[src/core/hpc_pkg.sv]
// Constants, types and register map for the homing, protection and coordinate block.
package hpc_pkg;

  // ----------------------------------------------------------------------
  // Timing
  // ----------------------------------------------------------------------
  localparam int CLK_HZ = 10_000_000;
  localparam int PROT_UNIT_MS = 100;
  localparam int PROT_TICK_CYC = CLK_HZ / 1000 * PROT_UNIT_MS;

  // ----------------------------------------------------------------------
  // Field widths
  // ----------------------------------------------------------------------
  localparam int SPD_W = 20;
  localparam int POS_W = 24;
  localparam int CUR_W = 10;
  localparam int TIM_W = 9;
  localparam int DEV_W = 16;
  localparam int RPM_W = 13;
  localparam int GEAR_W = 16;
  localparam int CFG_W = 10;

  // ----------------------------------------------------------------------
  // Register byte offsets
  // ----------------------------------------------------------------------
  localparam logic [7:0] OFF_CFG = 8'h00;
  localparam logic [7:0] OFF_HSPEED = 8'h04;
  localparam logic [7:0] OFF_HRAMP = 8'h08;
  localparam logic [7:0] OFF_HSTART = 8'h0C;
  localparam logic [7:0] OFF_HOFFSET = 8'h10;
  localparam logic [7:0] OFF_PUSHCUR = 8'h14;
  localparam logic [7:0] OFF_OVL_ALM = 8'h18;
  localparam logic [7:0] OFF_OVL_WRN = 8'h1C;
  localparam logic [7:0] OFF_DEV_ALM = 8'h20;
  localparam logic [7:0] OFF_DEV_WRN = 8'h24;
  localparam logic [7:0] OFF_SPD_WRN = 8'h28;
  localparam logic [7:0] OFF_GEAR = 8'h2C;
  localparam logic [7:0] OFF_SOFT_POS = 8'h30;
  localparam logic [7:0] OFF_SOFT_NEG = 8'h34;
  localparam logic [7:0] OFF_PRESET = 8'h38;
  localparam logic [7:0] OFF_WRAP = 8'h3C;
  localparam logic [7:0] OFF_CTRL = 8'h40;
  localparam logic [7:0] OFF_STATUS = 8'h44;
  localparam logic [7:0] OFF_POS = 8'h48;

  // ----------------------------------------------------------------------
  // Field positions and codes
  // ----------------------------------------------------------------------
  localparam int CB_DIR = 2;
  localparam int CB_SLOT = 3;
  localparam int CB_TIM = 4;
  localparam int CB_UNIT = 5;
  localparam int CB_HINC = 6;
  localparam int CB_SENSE = 7;
  localparam int CB_OT = 8;
  localparam int CB_WRAP = 9;
  localparam int GEAR_B_LO = 16;
  localparam int CT_HOME = 0;
  localparam int CT_EXEC = 1;
  localparam int CT_PRESET = 2;
  localparam int CT_CLEAR = 3;
  localparam int AL_OVL = 0;
  localparam int AL_DEV = 1;
  localparam int AL_HINC = 2;
  localparam int WN_OVL = 0;
  localparam int WN_SPD = 1;
  localparam int WN_DEV = 2;
  localparam logic [1:0] MODE_TWO = 2'h0;
  localparam logic [1:0] MODE_THREE = 2'h1;
  localparam logic [1:0] MODE_PUSH = 2'h2;

  // ----------------------------------------------------------------------
  // Reset values
  // ----------------------------------------------------------------------
  localparam logic [CFG_W-1:0] CFG_RST = 10'h185;
  localparam logic [SPD_W-1:0] HSPEED_RST = 20'h003E8;
  localparam logic [SPD_W-1:0] HRAMP_RST = 20'h003E8;
  localparam logic [SPD_W-1:0] HSTART_RST = 20'h001F4;
  localparam logic [CUR_W-1:0] CUR_FULL = 10'h3E8;
  localparam logic [TIM_W-1:0] OVL_TIME_RST = 9'h032;
  localparam logic [DEV_W-1:0] DEV_ALM_RST = 16'h2710;
  localparam logic [DEV_W-1:0] DEV_WRN_RST = 16'h012C;
  localparam logic [RPM_W-1:0] SPD_WRN_RST = 13'h1194;
  localparam logic [GEAR_W-1:0] GEAR_RST = 16'h0001;
  localparam logic signed [POS_W-1:0] SOFT_POS_RST = 24'sh7FFFFF;
  localparam logic signed [POS_W-1:0] SOFT_NEG_RST = 24'sh800000;
  localparam logic signed [POS_W-1:0] POS_ZERO = 24'sh000000;
  localparam logic signed [POS_W-1:0] POS_ONE = 24'sh000001;
  localparam logic signed [POS_W-1:0] WRAP_RST = 24'sh0003E8;

  // ----------------------------------------------------------------------
  // Types
  // ----------------------------------------------------------------------
  typedef enum logic [1:0] {HS_IDLE, HS_SEEK, HS_SET} hpc_home_e;

  typedef struct packed {
    logic [SPD_W-1:0] speed;
    logic [SPD_W-1:0] start_speed;
    logic [SPD_W-1:0] ramp;
    logic ramp_in_seconds;
    logic [CUR_W-1:0] current;
  } hpc_move_s;

  typedef struct packed {
    logic home;
    logic limit_pos;
    logic limit_neg;
    logic slot_sensor_input;
    logic motor_phase_timing_signal;
    logic stall;
  } hpc_sense_s;

endpackage

[src/core/hpc_top.sv]
// Homing sequencer, protection monitor and coordinate counter with an AHB-Lite register slave.
// Function
// - Mode code 0 two-sensor, 1 three-sensor, 2 push homing; reset value 1.
// - Homing operating speed 1 to 1,000,000 Hz, default 1000.
// - Homing ramp 1 to 1,000,000, default 1000, rate or time units.
// - Homing starting speed 1 to 1,000,000 Hz, default 500.
// - Signed home offset, default 0, adopted only while motion is stopped.
// - Homing starts negative for 0, positive for 1; default 1.
// - Optional slot sensor qualification of home detection, default off.
// - Optional motor phase timing qualification of home detection, default off.
// - Push homing limits current to 0.1 percent units, default 1000.
// - Overload alarm after overload persists programmed 0.1 s units, default 50.
// - Optional alarm when positioning starts without established home, takes effect on execute.
// - Current-off deviation above threshold raises alarm; default 10000.
// - Overload warning after overload persists programmed 0.1 s units, default 50.
// - Overspeed warning above limit in r/min, default 4500, immediate.
// - Deviation above warning threshold raises warning; default 300.
// - Electronic gear numerator and denominator, default 1, applied on execute.
// - Direction sense 0 makes CCW positive, 1 makes CW positive; default 1.
// - Software overtravel detection enabled by setting, default on.
// - Signed soft limits, defaults full 24-bit range, effective immediately.
// - Signed preset position, default 0, loaded on preset request.
// - Wrap enable default off, range default 1000, applied on execute.
//
// Decided for this implementation: the register addresses and the AHB-Lite register port.
`timescale 1ns/100ps

module hpc_top
  import hpc_pkg::*;
#(
  parameter int TICK_CYCLES = PROT_TICK_CYC
) (
  input wire logic clock,
  input wire logic rstn,
  input wire logic hsel,
  input wire logic [31:0] haddr,
  input wire logic [1:0] htrans,
  input wire logic hwrite,
  input wire logic [2:0] hsize,
  input wire logic [31:0] hwdata,
  input wire logic hready,
  output logic hreadyout,
  output logic [31:0] hrdata,
  output logic hresp,
  input wire hpc_sense_s sense,
  input wire logic cmd_step,
  input wire logic cmd_positive,
  input wire logic motion_busy,
  input wire logic pos_start,
  input wire logic overload,
  input wire logic current_on,
  input wire logic [DEV_W-1:0] deviation,
  input wire logic [RPM_W-1:0] speed_rpm,
  output hpc_move_s move,
  output logic seek_positive,
  output logic homing_busy,
  output logic home_found,
  output logic shaft_step,
  output logic shaft_cw,
  output logic alarm,
  output logic warning,
  output logic stop
);

  localparam int TICK_W = $clog2(TICK_CYCLES + 1);

  // ----------------------------------------------------------------------
  // Bus slave
  // ----------------------------------------------------------------------
  logic hreadyout_r, wr_pend_r, rd_pend_r;
  logic [7:0] addr_r;
  logic [31:0] hrdata_r, rdata;
  logic bus_take;

  assign bus_take = hsel && htrans[1] && hready;

  // Reads take one wait state so that a write just before is visible.
  always_ff @(posedge clock or negedge rstn) begin
    if (!rstn) begin
      hreadyout_r <= 1'b1;
      wr_pend_r <= 1'b0;
      rd_pend_r <= 1'b0;
      addr_r <= 8'h00;
      hrdata_r <= 32'h00000000;
    end else begin
      hreadyout_r <= !(bus_take && !hwrite);
      wr_pend_r <= bus_take && hwrite;
      rd_pend_r <= bus_take && !hwrite;
      if (bus_take) begin
        addr_r <= (haddr[31:8] == 24'h000000) ? haddr[7:0] : 8'hFF;
      end
      if (rd_pend_r) begin
        hrdata_r <= rdata;
      end
    end
  end

  assign hreadyout = hreadyout_r;
  assign hrdata = hrdata_r;
  assign hresp = 1'b0;

  function automatic logic wr_hit(input logic pend, input logic [7:0] a, input logic [7:0] off);
    wr_hit = pend && (a == off);
  endfunction

  // ----------------------------------------------------------------------
  // Parameter registers
  // ----------------------------------------------------------------------
  logic [CFG_W-1:0] cfg_r;
  logic [SPD_W-1:0] hspeed_r, hramp_r, hstart_r;
  logic signed [POS_W-1:0] hoffset_r, soft_pos_r, soft_neg_r, preset_r, wrap_r;
  logic [CUR_W-1:0] push_cur_r;
  logic [TIM_W-1:0] ovl_alm_r, ovl_wrn_r;
  logic [DEV_W-1:0] dev_alm_r, dev_wrn_r;
  logic [RPM_W-1:0] spd_wrn_r;
  logic [GEAR_W-1:0] gear_a_r, gear_b_r;

  always_ff @(posedge clock or negedge rstn) begin
    if (!rstn) begin
      cfg_r <= CFG_RST;
      hspeed_r <= HSPEED_RST;
      hramp_r <= HRAMP_RST;
      hstart_r <= HSTART_RST;
      hoffset_r <= POS_ZERO;
      push_cur_r <= CUR_FULL;
      ovl_alm_r <= OVL_TIME_RST;
      ovl_wrn_r <= OVL_TIME_RST;
      dev_alm_r <= DEV_ALM_RST;
      dev_wrn_r <= DEV_WRN_RST;
      spd_wrn_r <= SPD_WRN_RST;
      gear_a_r <= GEAR_RST;
      gear_b_r <= GEAR_RST;
      soft_pos_r <= SOFT_POS_RST;
      soft_neg_r <= SOFT_NEG_RST;
      preset_r <= POS_ZERO;
      wrap_r <= WRAP_RST;
    end else if (wr_pend_r) begin
      case (addr_r)
        OFF_CFG: cfg_r <= hwdata[CFG_W-1:0];
        OFF_HSPEED: hspeed_r <= hwdata[SPD_W-1:0];
        OFF_HRAMP: hramp_r <= hwdata[SPD_W-1:0];
        OFF_HSTART: hstart_r <= hwdata[SPD_W-1:0];
        OFF_HOFFSET: hoffset_r <= hwdata[POS_W-1:0];
        OFF_PUSHCUR: push_cur_r <= hwdata[CUR_W-1:0];
        OFF_OVL_ALM: ovl_alm_r <= hwdata[TIM_W-1:0];
        OFF_OVL_WRN: ovl_wrn_r <= hwdata[TIM_W-1:0];
        OFF_DEV_ALM: dev_alm_r <= hwdata[DEV_W-1:0];
        OFF_DEV_WRN: dev_wrn_r <= hwdata[DEV_W-1:0];
        OFF_SPD_WRN: spd_wrn_r <= hwdata[RPM_W-1:0];
        OFF_GEAR: begin
          gear_a_r <= hwdata[GEAR_W-1:0];
          gear_b_r <= hwdata[GEAR_B_LO +: GEAR_W];
        end
        OFF_SOFT_POS: soft_pos_r <= hwdata[POS_W-1:0];
        OFF_SOFT_NEG: soft_neg_r <= hwdata[POS_W-1:0];
        OFF_PRESET: preset_r <= hwdata[POS_W-1:0];
        OFF_WRAP: wrap_r <= hwdata[POS_W-1:0];
        default: cfg_r <= cfg_r;
      endcase
    end
  end

  logic home_go, exec_cfg, preset_req, clear_flags;
  logic [1:0] mode;
  assign mode = cfg_r[1:0];
  assign home_go = wr_hit(wr_pend_r, addr_r, OFF_CTRL) && hwdata[CT_HOME];
  assign exec_cfg = wr_hit(wr_pend_r, addr_r, OFF_CTRL) && hwdata[CT_EXEC];
  assign preset_req = wr_hit(wr_pend_r, addr_r, OFF_CTRL) && hwdata[CT_PRESET];
  assign clear_flags = wr_hit(wr_pend_r, addr_r, OFF_CTRL) && hwdata[CT_CLEAR];

  // Settings that only move on an execute command, and the offset that waits for standstill.
  logic unit_act_r, hinc_act_r, wrap_act_r;
  logic [GEAR_W-1:0] gear_a_act_r, gear_b_act_r;
  logic signed [POS_W-1:0] wrap_act_range_r, offset_act_r;
  logic homing_busy_r;

  always_ff @(posedge clock or negedge rstn) begin
    if (!rstn) begin
      unit_act_r <= 1'b0;
      hinc_act_r <= 1'b0;
      wrap_act_r <= 1'b0;
      gear_a_act_r <= GEAR_RST;
      gear_b_act_r <= GEAR_RST;
      wrap_act_range_r <= WRAP_RST;
    end else if (exec_cfg) begin
      unit_act_r <= cfg_r[CB_UNIT];
      hinc_act_r <= cfg_r[CB_HINC];
      wrap_act_r <= cfg_r[CB_WRAP];
      wrap_act_range_r <= wrap_r;
      gear_a_act_r <= gear_a_r;
      gear_b_act_r <= gear_b_r;
    end
  end

  always_ff @(posedge clock or negedge rstn) begin
    if (!rstn) begin
      offset_act_r <= POS_ZERO;
    end else if (!motion_busy && !homing_busy_r) begin
      offset_act_r <= hoffset_r;
    end
  end

  // ----------------------------------------------------------------------
  // Homing sequencer
  // ----------------------------------------------------------------------
  hpc_home_e hstate_r;
  logic seek_pos_r, found_r, lim_toward, home_hit;

  assign lim_toward = seek_pos_r ? sense.limit_pos : sense.limit_neg;

  always_comb begin
    case (mode)
      MODE_TWO: home_hit = lim_toward;
      MODE_THREE: home_hit = sense.home;
      MODE_PUSH: home_hit = sense.stall;
      default: home_hit = 1'b0;
    endcase
    if (cfg_r[CB_SLOT] && !sense.slot_sensor_input) begin
      home_hit = 1'b0;
    end
    if (cfg_r[CB_TIM] && !sense.motor_phase_timing_signal) begin
      home_hit = 1'b0;
    end
  end

  always_ff @(posedge clock or negedge rstn) begin
    if (!rstn) begin
      hstate_r <= HS_IDLE;
      seek_pos_r <= 1'b1;
      homing_busy_r <= 1'b0;
      found_r <= 1'b0;
    end else begin
      case (hstate_r)
        HS_IDLE: begin
          if (home_go) begin
            hstate_r <= HS_SEEK;
            seek_pos_r <= cfg_r[CB_DIR];
            homing_busy_r <= 1'b1;
            found_r <= 1'b0;
          end
        end
        HS_SEEK: begin
          if (home_hit) begin
            hstate_r <= HS_SET;
          end else if (mode == MODE_THREE && lim_toward) begin
            seek_pos_r <= !seek_pos_r;
          end
        end
        HS_SET: begin
          hstate_r <= HS_IDLE;
          homing_busy_r <= 1'b0;
          found_r <= 1'b1;
        end
        default: hstate_r <= HS_IDLE;
      endcase
    end
  end

  // Speed, ramp and current commands for the profile generator.
  hpc_move_s move_r;
  always_ff @(posedge clock or negedge rstn) begin
    if (!rstn) begin
      move_r <= '0;
    end else begin
      move_r.speed <= hspeed_r;
      move_r.start_speed <= hstart_r;
      move_r.ramp <= hramp_r;
      move_r.ramp_in_seconds <= unit_act_r;
      move_r.current <= (homing_busy_r && mode == MODE_PUSH) ? push_cur_r : CUR_FULL;
    end
  end

  // ----------------------------------------------------------------------
  // Electronic gear and position counter
  // ----------------------------------------------------------------------
  logic [GEAR_W+1:0] acc_r, acc_sum;
  logic step_en, ot_hit, wrap_hi, wrap_lo;
  logic signed [POS_W-1:0] pos_r, pos_nxt, wrap_top;

  assign acc_sum = acc_r + (cmd_step ? {2'b00, gear_b_act_r} : {(GEAR_W + 2){1'b0}});
  assign step_en = acc_sum >= {2'b00, gear_a_act_r};
  assign wrap_top = wrap_act_range_r - POS_ONE;
  assign wrap_hi = wrap_act_r && cmd_positive && pos_r >= wrap_top;
  assign wrap_lo = wrap_act_r && !cmd_positive && pos_r <= POS_ZERO;

  always_ff @(posedge clock or negedge rstn) begin
    if (!rstn) begin
      acc_r <= '0;
    end else begin
      acc_r <= step_en ? acc_sum - {2'b00, gear_a_act_r} : acc_sum;
    end
  end

  always_comb begin
    pos_nxt = pos_r;
    ot_hit = 1'b0;
    if (step_en) begin
      if (cfg_r[CB_OT] && (cmd_positive ? pos_r >= soft_pos_r : pos_r <= soft_neg_r)) begin
        ot_hit = 1'b1;
      end else if (wrap_hi) begin
        pos_nxt = POS_ZERO;
      end else if (wrap_lo) begin
        pos_nxt = wrap_top;
      end else begin
        pos_nxt = cmd_positive ? pos_r + POS_ONE : pos_r - POS_ONE;
      end
    end
  end

  logic shaft_step_r, shaft_cw_r;
  always_ff @(posedge clock or negedge rstn) begin
    if (!rstn) begin
      pos_r <= POS_ZERO;
      shaft_step_r <= 1'b0;
      shaft_cw_r <= 1'b0;
    end else begin
      if (preset_req) begin
        pos_r <= preset_r;
      end else if (hstate_r == HS_SET) begin
        pos_r <= POS_ZERO - offset_act_r;
      end else begin
        pos_r <= pos_nxt;
      end
      shaft_step_r <= step_en && !ot_hit;
      shaft_cw_r <= cmd_positive ~^ cfg_r[CB_SENSE];
    end
  end

  // ----------------------------------------------------------------------
  // Protection
  // ----------------------------------------------------------------------
  logic [TICK_W-1:0] tick_cnt_r;
  logic tick;
  logic [TIM_W-1:0] ovl_cnt_r;
  logic [2:0] alm_r, wrn_r, alm_set, wrn_set, alm_nxt, wrn_nxt;
  logic lim_r, stop_r, alarm_r, warning_r;

  assign tick = tick_cnt_r == TICK_W'(TICK_CYCLES - 1);

  always_ff @(posedge clock or negedge rstn) begin
    if (!rstn) begin
      tick_cnt_r <= '0;
      ovl_cnt_r <= '0;
    end else begin
      tick_cnt_r <= tick ? '0 : tick_cnt_r + TICK_W'(1);
      if (!overload) begin
        ovl_cnt_r <= '0;
      end else if (tick && ovl_cnt_r != {TIM_W{1'b1}}) begin
        ovl_cnt_r <= ovl_cnt_r + TIM_W'(1);
      end
    end
  end

  always_comb begin
    alm_set = 3'h0;
    wrn_set = 3'h0;
    alm_set[AL_OVL] = overload && ovl_cnt_r >= ovl_alm_r;
    alm_set[AL_DEV] = !current_on && deviation > dev_alm_r;
    alm_set[AL_HINC] = pos_start && hinc_act_r && !found_r;
    wrn_set[WN_OVL] = overload && ovl_cnt_r >= ovl_wrn_r;
    wrn_set[WN_SPD] = speed_rpm > spd_wrn_r;
    wrn_set[WN_DEV] = deviation > dev_wrn_r;
  end

  // Events that arrive with a clear still latch.
  assign alm_nxt = (clear_flags ? 3'h0 : alm_r) | alm_set;
  assign wrn_nxt = (clear_flags ? 3'h0 : wrn_r) | wrn_set;

  always_ff @(posedge clock or negedge rstn) begin
    if (!rstn) begin
      alm_r <= 3'h0;
      wrn_r <= 3'h0;
      alarm_r <= 1'b0;
      warning_r <= 1'b0;
      lim_r <= 1'b0;
      stop_r <= 1'b0;
    end else begin
      alm_r <= alm_nxt;
      wrn_r <= wrn_nxt;
      alarm_r <= |alm_nxt;
      warning_r <= |wrn_nxt;
      lim_r <= (clear_flags ? 1'b0 : lim_r) | ot_hit;
      stop_r <= (|alm_set) || ot_hit || (|alm_r) || (lim_r && !clear_flags);
    end
  end

  // ----------------------------------------------------------------------
  // Read mux and outputs
  // ----------------------------------------------------------------------
  always_comb begin
    rdata = 32'h00000000;
    case (addr_r)
      OFF_CFG: rdata[CFG_W-1:0] = cfg_r;
      OFF_HSPEED: rdata[SPD_W-1:0] = hspeed_r;
      OFF_HRAMP: rdata[SPD_W-1:0] = hramp_r;
      OFF_HSTART: rdata[SPD_W-1:0] = hstart_r;
      OFF_HOFFSET: rdata[POS_W-1:0] = hoffset_r;
      OFF_PUSHCUR: rdata[CUR_W-1:0] = push_cur_r;
      OFF_OVL_ALM: rdata[TIM_W-1:0] = ovl_alm_r;
      OFF_OVL_WRN: rdata[TIM_W-1:0] = ovl_wrn_r;
      OFF_DEV_ALM: rdata[DEV_W-1:0] = dev_alm_r;
      OFF_DEV_WRN: rdata[DEV_W-1:0] = dev_wrn_r;
      OFF_SPD_WRN: rdata[RPM_W-1:0] = spd_wrn_r;
      OFF_GEAR: rdata = {gear_b_r, gear_a_r};
      OFF_SOFT_POS: rdata[POS_W-1:0] = soft_pos_r;
      OFF_SOFT_NEG: rdata[POS_W-1:0] = soft_neg_r;
      OFF_PRESET: rdata[POS_W-1:0] = preset_r;
      OFF_WRAP: rdata[POS_W-1:0] = wrap_r;
      OFF_STATUS: rdata[8:0] = {found_r, homing_busy_r, lim_r, wrn_r, alm_r};
      OFF_POS: rdata[POS_W-1:0] = pos_r;
      default: rdata = 32'h00000000;
    endcase
  end

  assign move = move_r;
  assign seek_positive = seek_pos_r;
  assign homing_busy = homing_busy_r;
  assign home_found = found_r;
  assign shaft_step = shaft_step_r;
  assign shaft_cw = shaft_cw_r;
  assign alarm = alarm_r;
  assign warning = warning_r;
  assign stop = stop_r;
endmodule

[config.mk]
export PLATFORM = sky130hd
export DESIGN_NAME = hpc_top
export DESIGN_NICKNAME = d
export VERILOG_FILES = /design/src/core/hpc_pkg.sv /design/src/core/hpc_top.sv
export SDC_FILE = /design/constraint.sdc
export NUM_CORES = 1
export LEC_CHECK = 0
export ABC_AREA = 0
export BUFFER_PORTS_ARGS = -buffer_cell sky130_fd_sc_hd__buf_2
export CAP_MARGIN = 0
export CORE_UTILIZATION = 40
export CTS_CLUSTER_SIZE = 14
export DETAILED_ROUTE_END_ITERATION = 7
export PLACE_DENSITY_LB_ADDON = 0.1
export SLEW_MARGIN = 30
export SYNTH_ARGS = -nofsm -noshare
export SYNTH_HDL_FRONTEND = slang
export SYNTH_SLANG_ARGS = --single-unit
[constraint.sdc]
create_clock -name clock -period 5.1 [get_ports clock]
set_input_delay 0.51 -clock clock [delete_from_list [all_inputs] [get_ports clock]]
set_output_delay 0.51 -clock clock [all_outputs]
set_load 0.1 [all_outputs]
==> impl_metrics.toml <==
[outcome]
status = "finished clean"

[clock_network]
clk_pin_slew_ns = 0.06
cts_tree = "built"
root_buffer = "clkbuf_16"
numClockSinks = 580
clk_latency_ns = 0.63
numCtsBuffers = 69
ctsLongestPathBuffers = 3
htreeDepth = 3

[cells_and_area]
nets = 3307
diodes = 0
regArea_um2 = 14600
multi_input_area_um2 = 14900
fill_cells = 6982
area_growth_pct = 16.2
drive_above_1_share = 0.301
post-route-util = 0.473

[timing]
setup_viol = 0
tightest_slew_ns = 1.01
rsz0062_at_grt = "false"
max_clock_freq_mhz = 210
fin_crit_sh = 0.934
hold_ws_ns = 0.108
relSlewSlack = 0.322
skew_ns = 0.0257
period_minus_slack_ns = 4.77
drv_slew = 0
hold_violations = 0

[die]
start_util = 0.407
rows = 100
die-area_um2 = 77500
ios = 228
coreArea_um2 = 75100
die_y_um = 278
die_x_um = 278

[logic_synthesis]
synthTopCellsByArea = "dfrtp_1, mux2_2, ha_1"
yosysTopAreaCell = "dfrtp_1"
postSynthCellCount = 2748
synth_area_um2 = 30600
synthAdderAreaFrac = 0.0814
synth_compound_area_frac = 0.129
synth_ff_type = "dfrtp_1"
synth_top_family_by_area = "multiplexers"
ys_seq_area_frac = 0.479
synthMuxAreaShare = 0.144
syn_nets = 3060
avgSynthCellArea_um2 = 11.1
synth_xor_area_frac = 0.0304
synth-edff-count = 0
synth_seq_cells = 580
async_flop_share = 1.00
synth_top_area_frac = 0.401
synth.distinct_cells = 82
ys_warn_count = 0
yosys.area_share.simple = 0.0999

[global_route]
grt_max_degree = 131
antenna_found_initial = 2
gr-usage-all-layers = 0.265
grt_pass1_wl_mm = 154
grt_pass1_vias = 23900
grt_overflow = 0

[placed_design]
place.gp.congestion = 0.898
port_buffers = 222
dp_hpwl_mm = 74.3

[critical_path]
worstSetupEndpointType = "flop"
crit_path_top_delay_cell = "or4_1"
critPathBufInv = 1
critPathArrivalTime_ns = 5.25
cp_top_family = "simple AND/OR/NAND/NOR gates"
required_ns = 5.59
max_stage_delay_ns = 0.48
cp-start-kind = "flop"
cpMostUsedCell = "or3_1"
path_cells = "or3_1, or4_1, or3_1, nor3b_1, xnor2_1, ha_1, nand4_1, nor4_4, nor3b_2, o31a_1, o21ai_0, a21o_1, and2_1, buf_4, a221oi_1, o31ai_1"
crit_path_max_fanout = 12
crit_type = "flop to flop"

[power_and_ir_drop]
cellLeakagePower_nw = 16.3
ir_worst_vdd_mv = 0.205
p_total_w = 0.0152
powerDensity_nw_per_um2 = 428

[drt]
drt_iter0_markers = 1784
wl_per_cell_um = 25.5
drt_wl_total_mm = 102
drt.antenna.violating_nets = 0
drcViolationCount = 0
vias = 23300
vias_per_cell = 5.80
drt_first_pass_iters = 5

[hold_path]
min-delay-path-class = "primary input to flop"

[flow_run]
max_cap_violations = 0
==> path summary, 6_finish.rpt <==
path | startpoint | end | slack [ns] | depth (start not counted)
max in group asynchronous | rstn | gear_b_r[5] | 3.24 | 4
worst min-delay path | haddr[0] | addr_r[0] | 0.11 | 2
min in group asynchronous | rstn | shaft_cw | 0.36 | 2
worst min register to register | unit_act_r | move[10] | 0.38 | 0
worst max register to register | wrap_act_range_r[11] | pos_r[3] | 0.33 | 16
worst max-delay path | wrap_act_range_r[11] | pos_r[3] | 0.33 | 16
==> sequential cells by signal (all words and copies together) (netlist names), 18 cells and up <==
register          count
move                 71
hrdata               32
hoffset_r            24
offset_act_r         24
pos_r                24
preset_r             24
soft_neg_r           24
soft_pos_r           24
wrap_act_range_r     24
wrap_r               24
hramp_r              20
hspeed_r             20
hstart_r             20
tick_cnt_r           20
acc_r                18
==> cells in the mapped netlist, types with 33 or more instances <==
| master | instances |
|---|---|
| and2_1 | 33 |
| nor3_1 | 34 |
| nand4_1 | 38 |
| a22o_1 | 38 |
| a221oi_1 | 43 |
| nand3_1 | 57 |
| ha_1 | 194 |
| dfstp_2 | 90 |
| a21o_1 | 33 |
| nand2_1 | 156 |
| inv_1 | 174 |
| clkbuf_1 | 96 |
| nor2_1 | 158 |
| dfrtp_1 | 490 |
| xor2_1 | 49 |
| a22oi_1 | 82 |
| o21ai_0 | 100 |
| mux2_2 | 383 |
| a21oi_1 | 108 |
| xnor2_1 | 57 |
==> cell families after synthesis <==
logic type | after synthesis
AOI/OAI and AO/OA | 566
and+or+nand+nor | 617
xor gates and xnor gates | 106
adders and majority gates | 197
other | 1
muxes | 393
buffers and inverters | 288
DFF | 580
==> power breakdown <==
| group | switching, W | total, W | internal, W |
|---|---|---|---|
| combinational | 0.00274 | 0.00451 | 0.00177 |
| sequential | 0.000518 | 0.00554 | 0.00502 |
| clock | 0.00207 | 0.00514 | 0.00308 |
==> layout by cell type (no fill, tap or decap), types with 23 or more instances in the layout <==
cell type	count
dfstp_2	90
ha_1	194
o21ai_0	100
mux2_2	383
and2_1	33
o31ai_1	23
nand4_1	38
nor3_1	34
dfrtp_1	489
nand2_1	154
a21oi_1	107
clkbuf_16	69
xor2_1	49
xnor2_1	56
a22oi_1	82
inv_1	174
nor4_1	23
a22o_1	38
buf_2	221
buf_4	61
a221oi_1	43
nand3_1	57
nor2_1	147
a21o_1	33
==> repair_timing <==
item | in CTS | in global routing
hold buffers | 1 | 0
endpoints found under the setup margin | 0 | 25
setup buffers | 0 | 0
resized for setup | 0 | 9
hold endpoints to repair | 5 | 0
==> worst reg2reg max path, delay by kind of cell (launching register included) <==
family / cells / cell delay, ns
simple gates: 8 / 2.60
compound gates: 5 / 0.94
flops: 1 / 0.41
fa+ha+maj: 1 / 0.35
buf+inv: 1 / 0.22
xor+xnor: 1 / 0.14
==> final cells by class <==
cell class / instances / area share
clock buffers: 97 / 0.0553
clock inverters: 29 / 0.0115
flip-flops and latches: 580 / 0.412
inverters: 174 / 0.0184
multi-input cells: 1880 / 0.421
well taps: 969 / 0.0342
repair buffers: 290 / 0.0481
==> routing by layer <==
metal | routed length (um) | up-vias | share of wire | track usage
met1 | 45100 | 11900 | 0.44 | 0.353
met3 | 4630 | 186 | 0.045 | 0.0347
met2 | 48700 | 732 | 0.48 | 0.439
li1 | - | 10500 | - | -
met4 | 3950 | 0 | 0.039 | 0.0968
met5 | 0 | - | 0 | 0
==> through the flow <==
| stage | instance area (um^2) | TNS (ns) | setup WS (ns) | instances |
|---|---|---|---|---|
| final | 35500 | 0 | 0.335 | 4019 |
| after global routing | 35500 | 0 | 0.0217 | 4019 |
| after CTS | 35400 | 0 | 0.131 | 4018 |
| after detailed placement | 33000 | -1.83 | -0.160 | 3891 |
| after global placement | 33000 | -0.660 | -0.0620 | 3891 |
| after floorplan | 30600 | 0 | 0.165 | 2748 |
(Power assumes the default switching activity.)
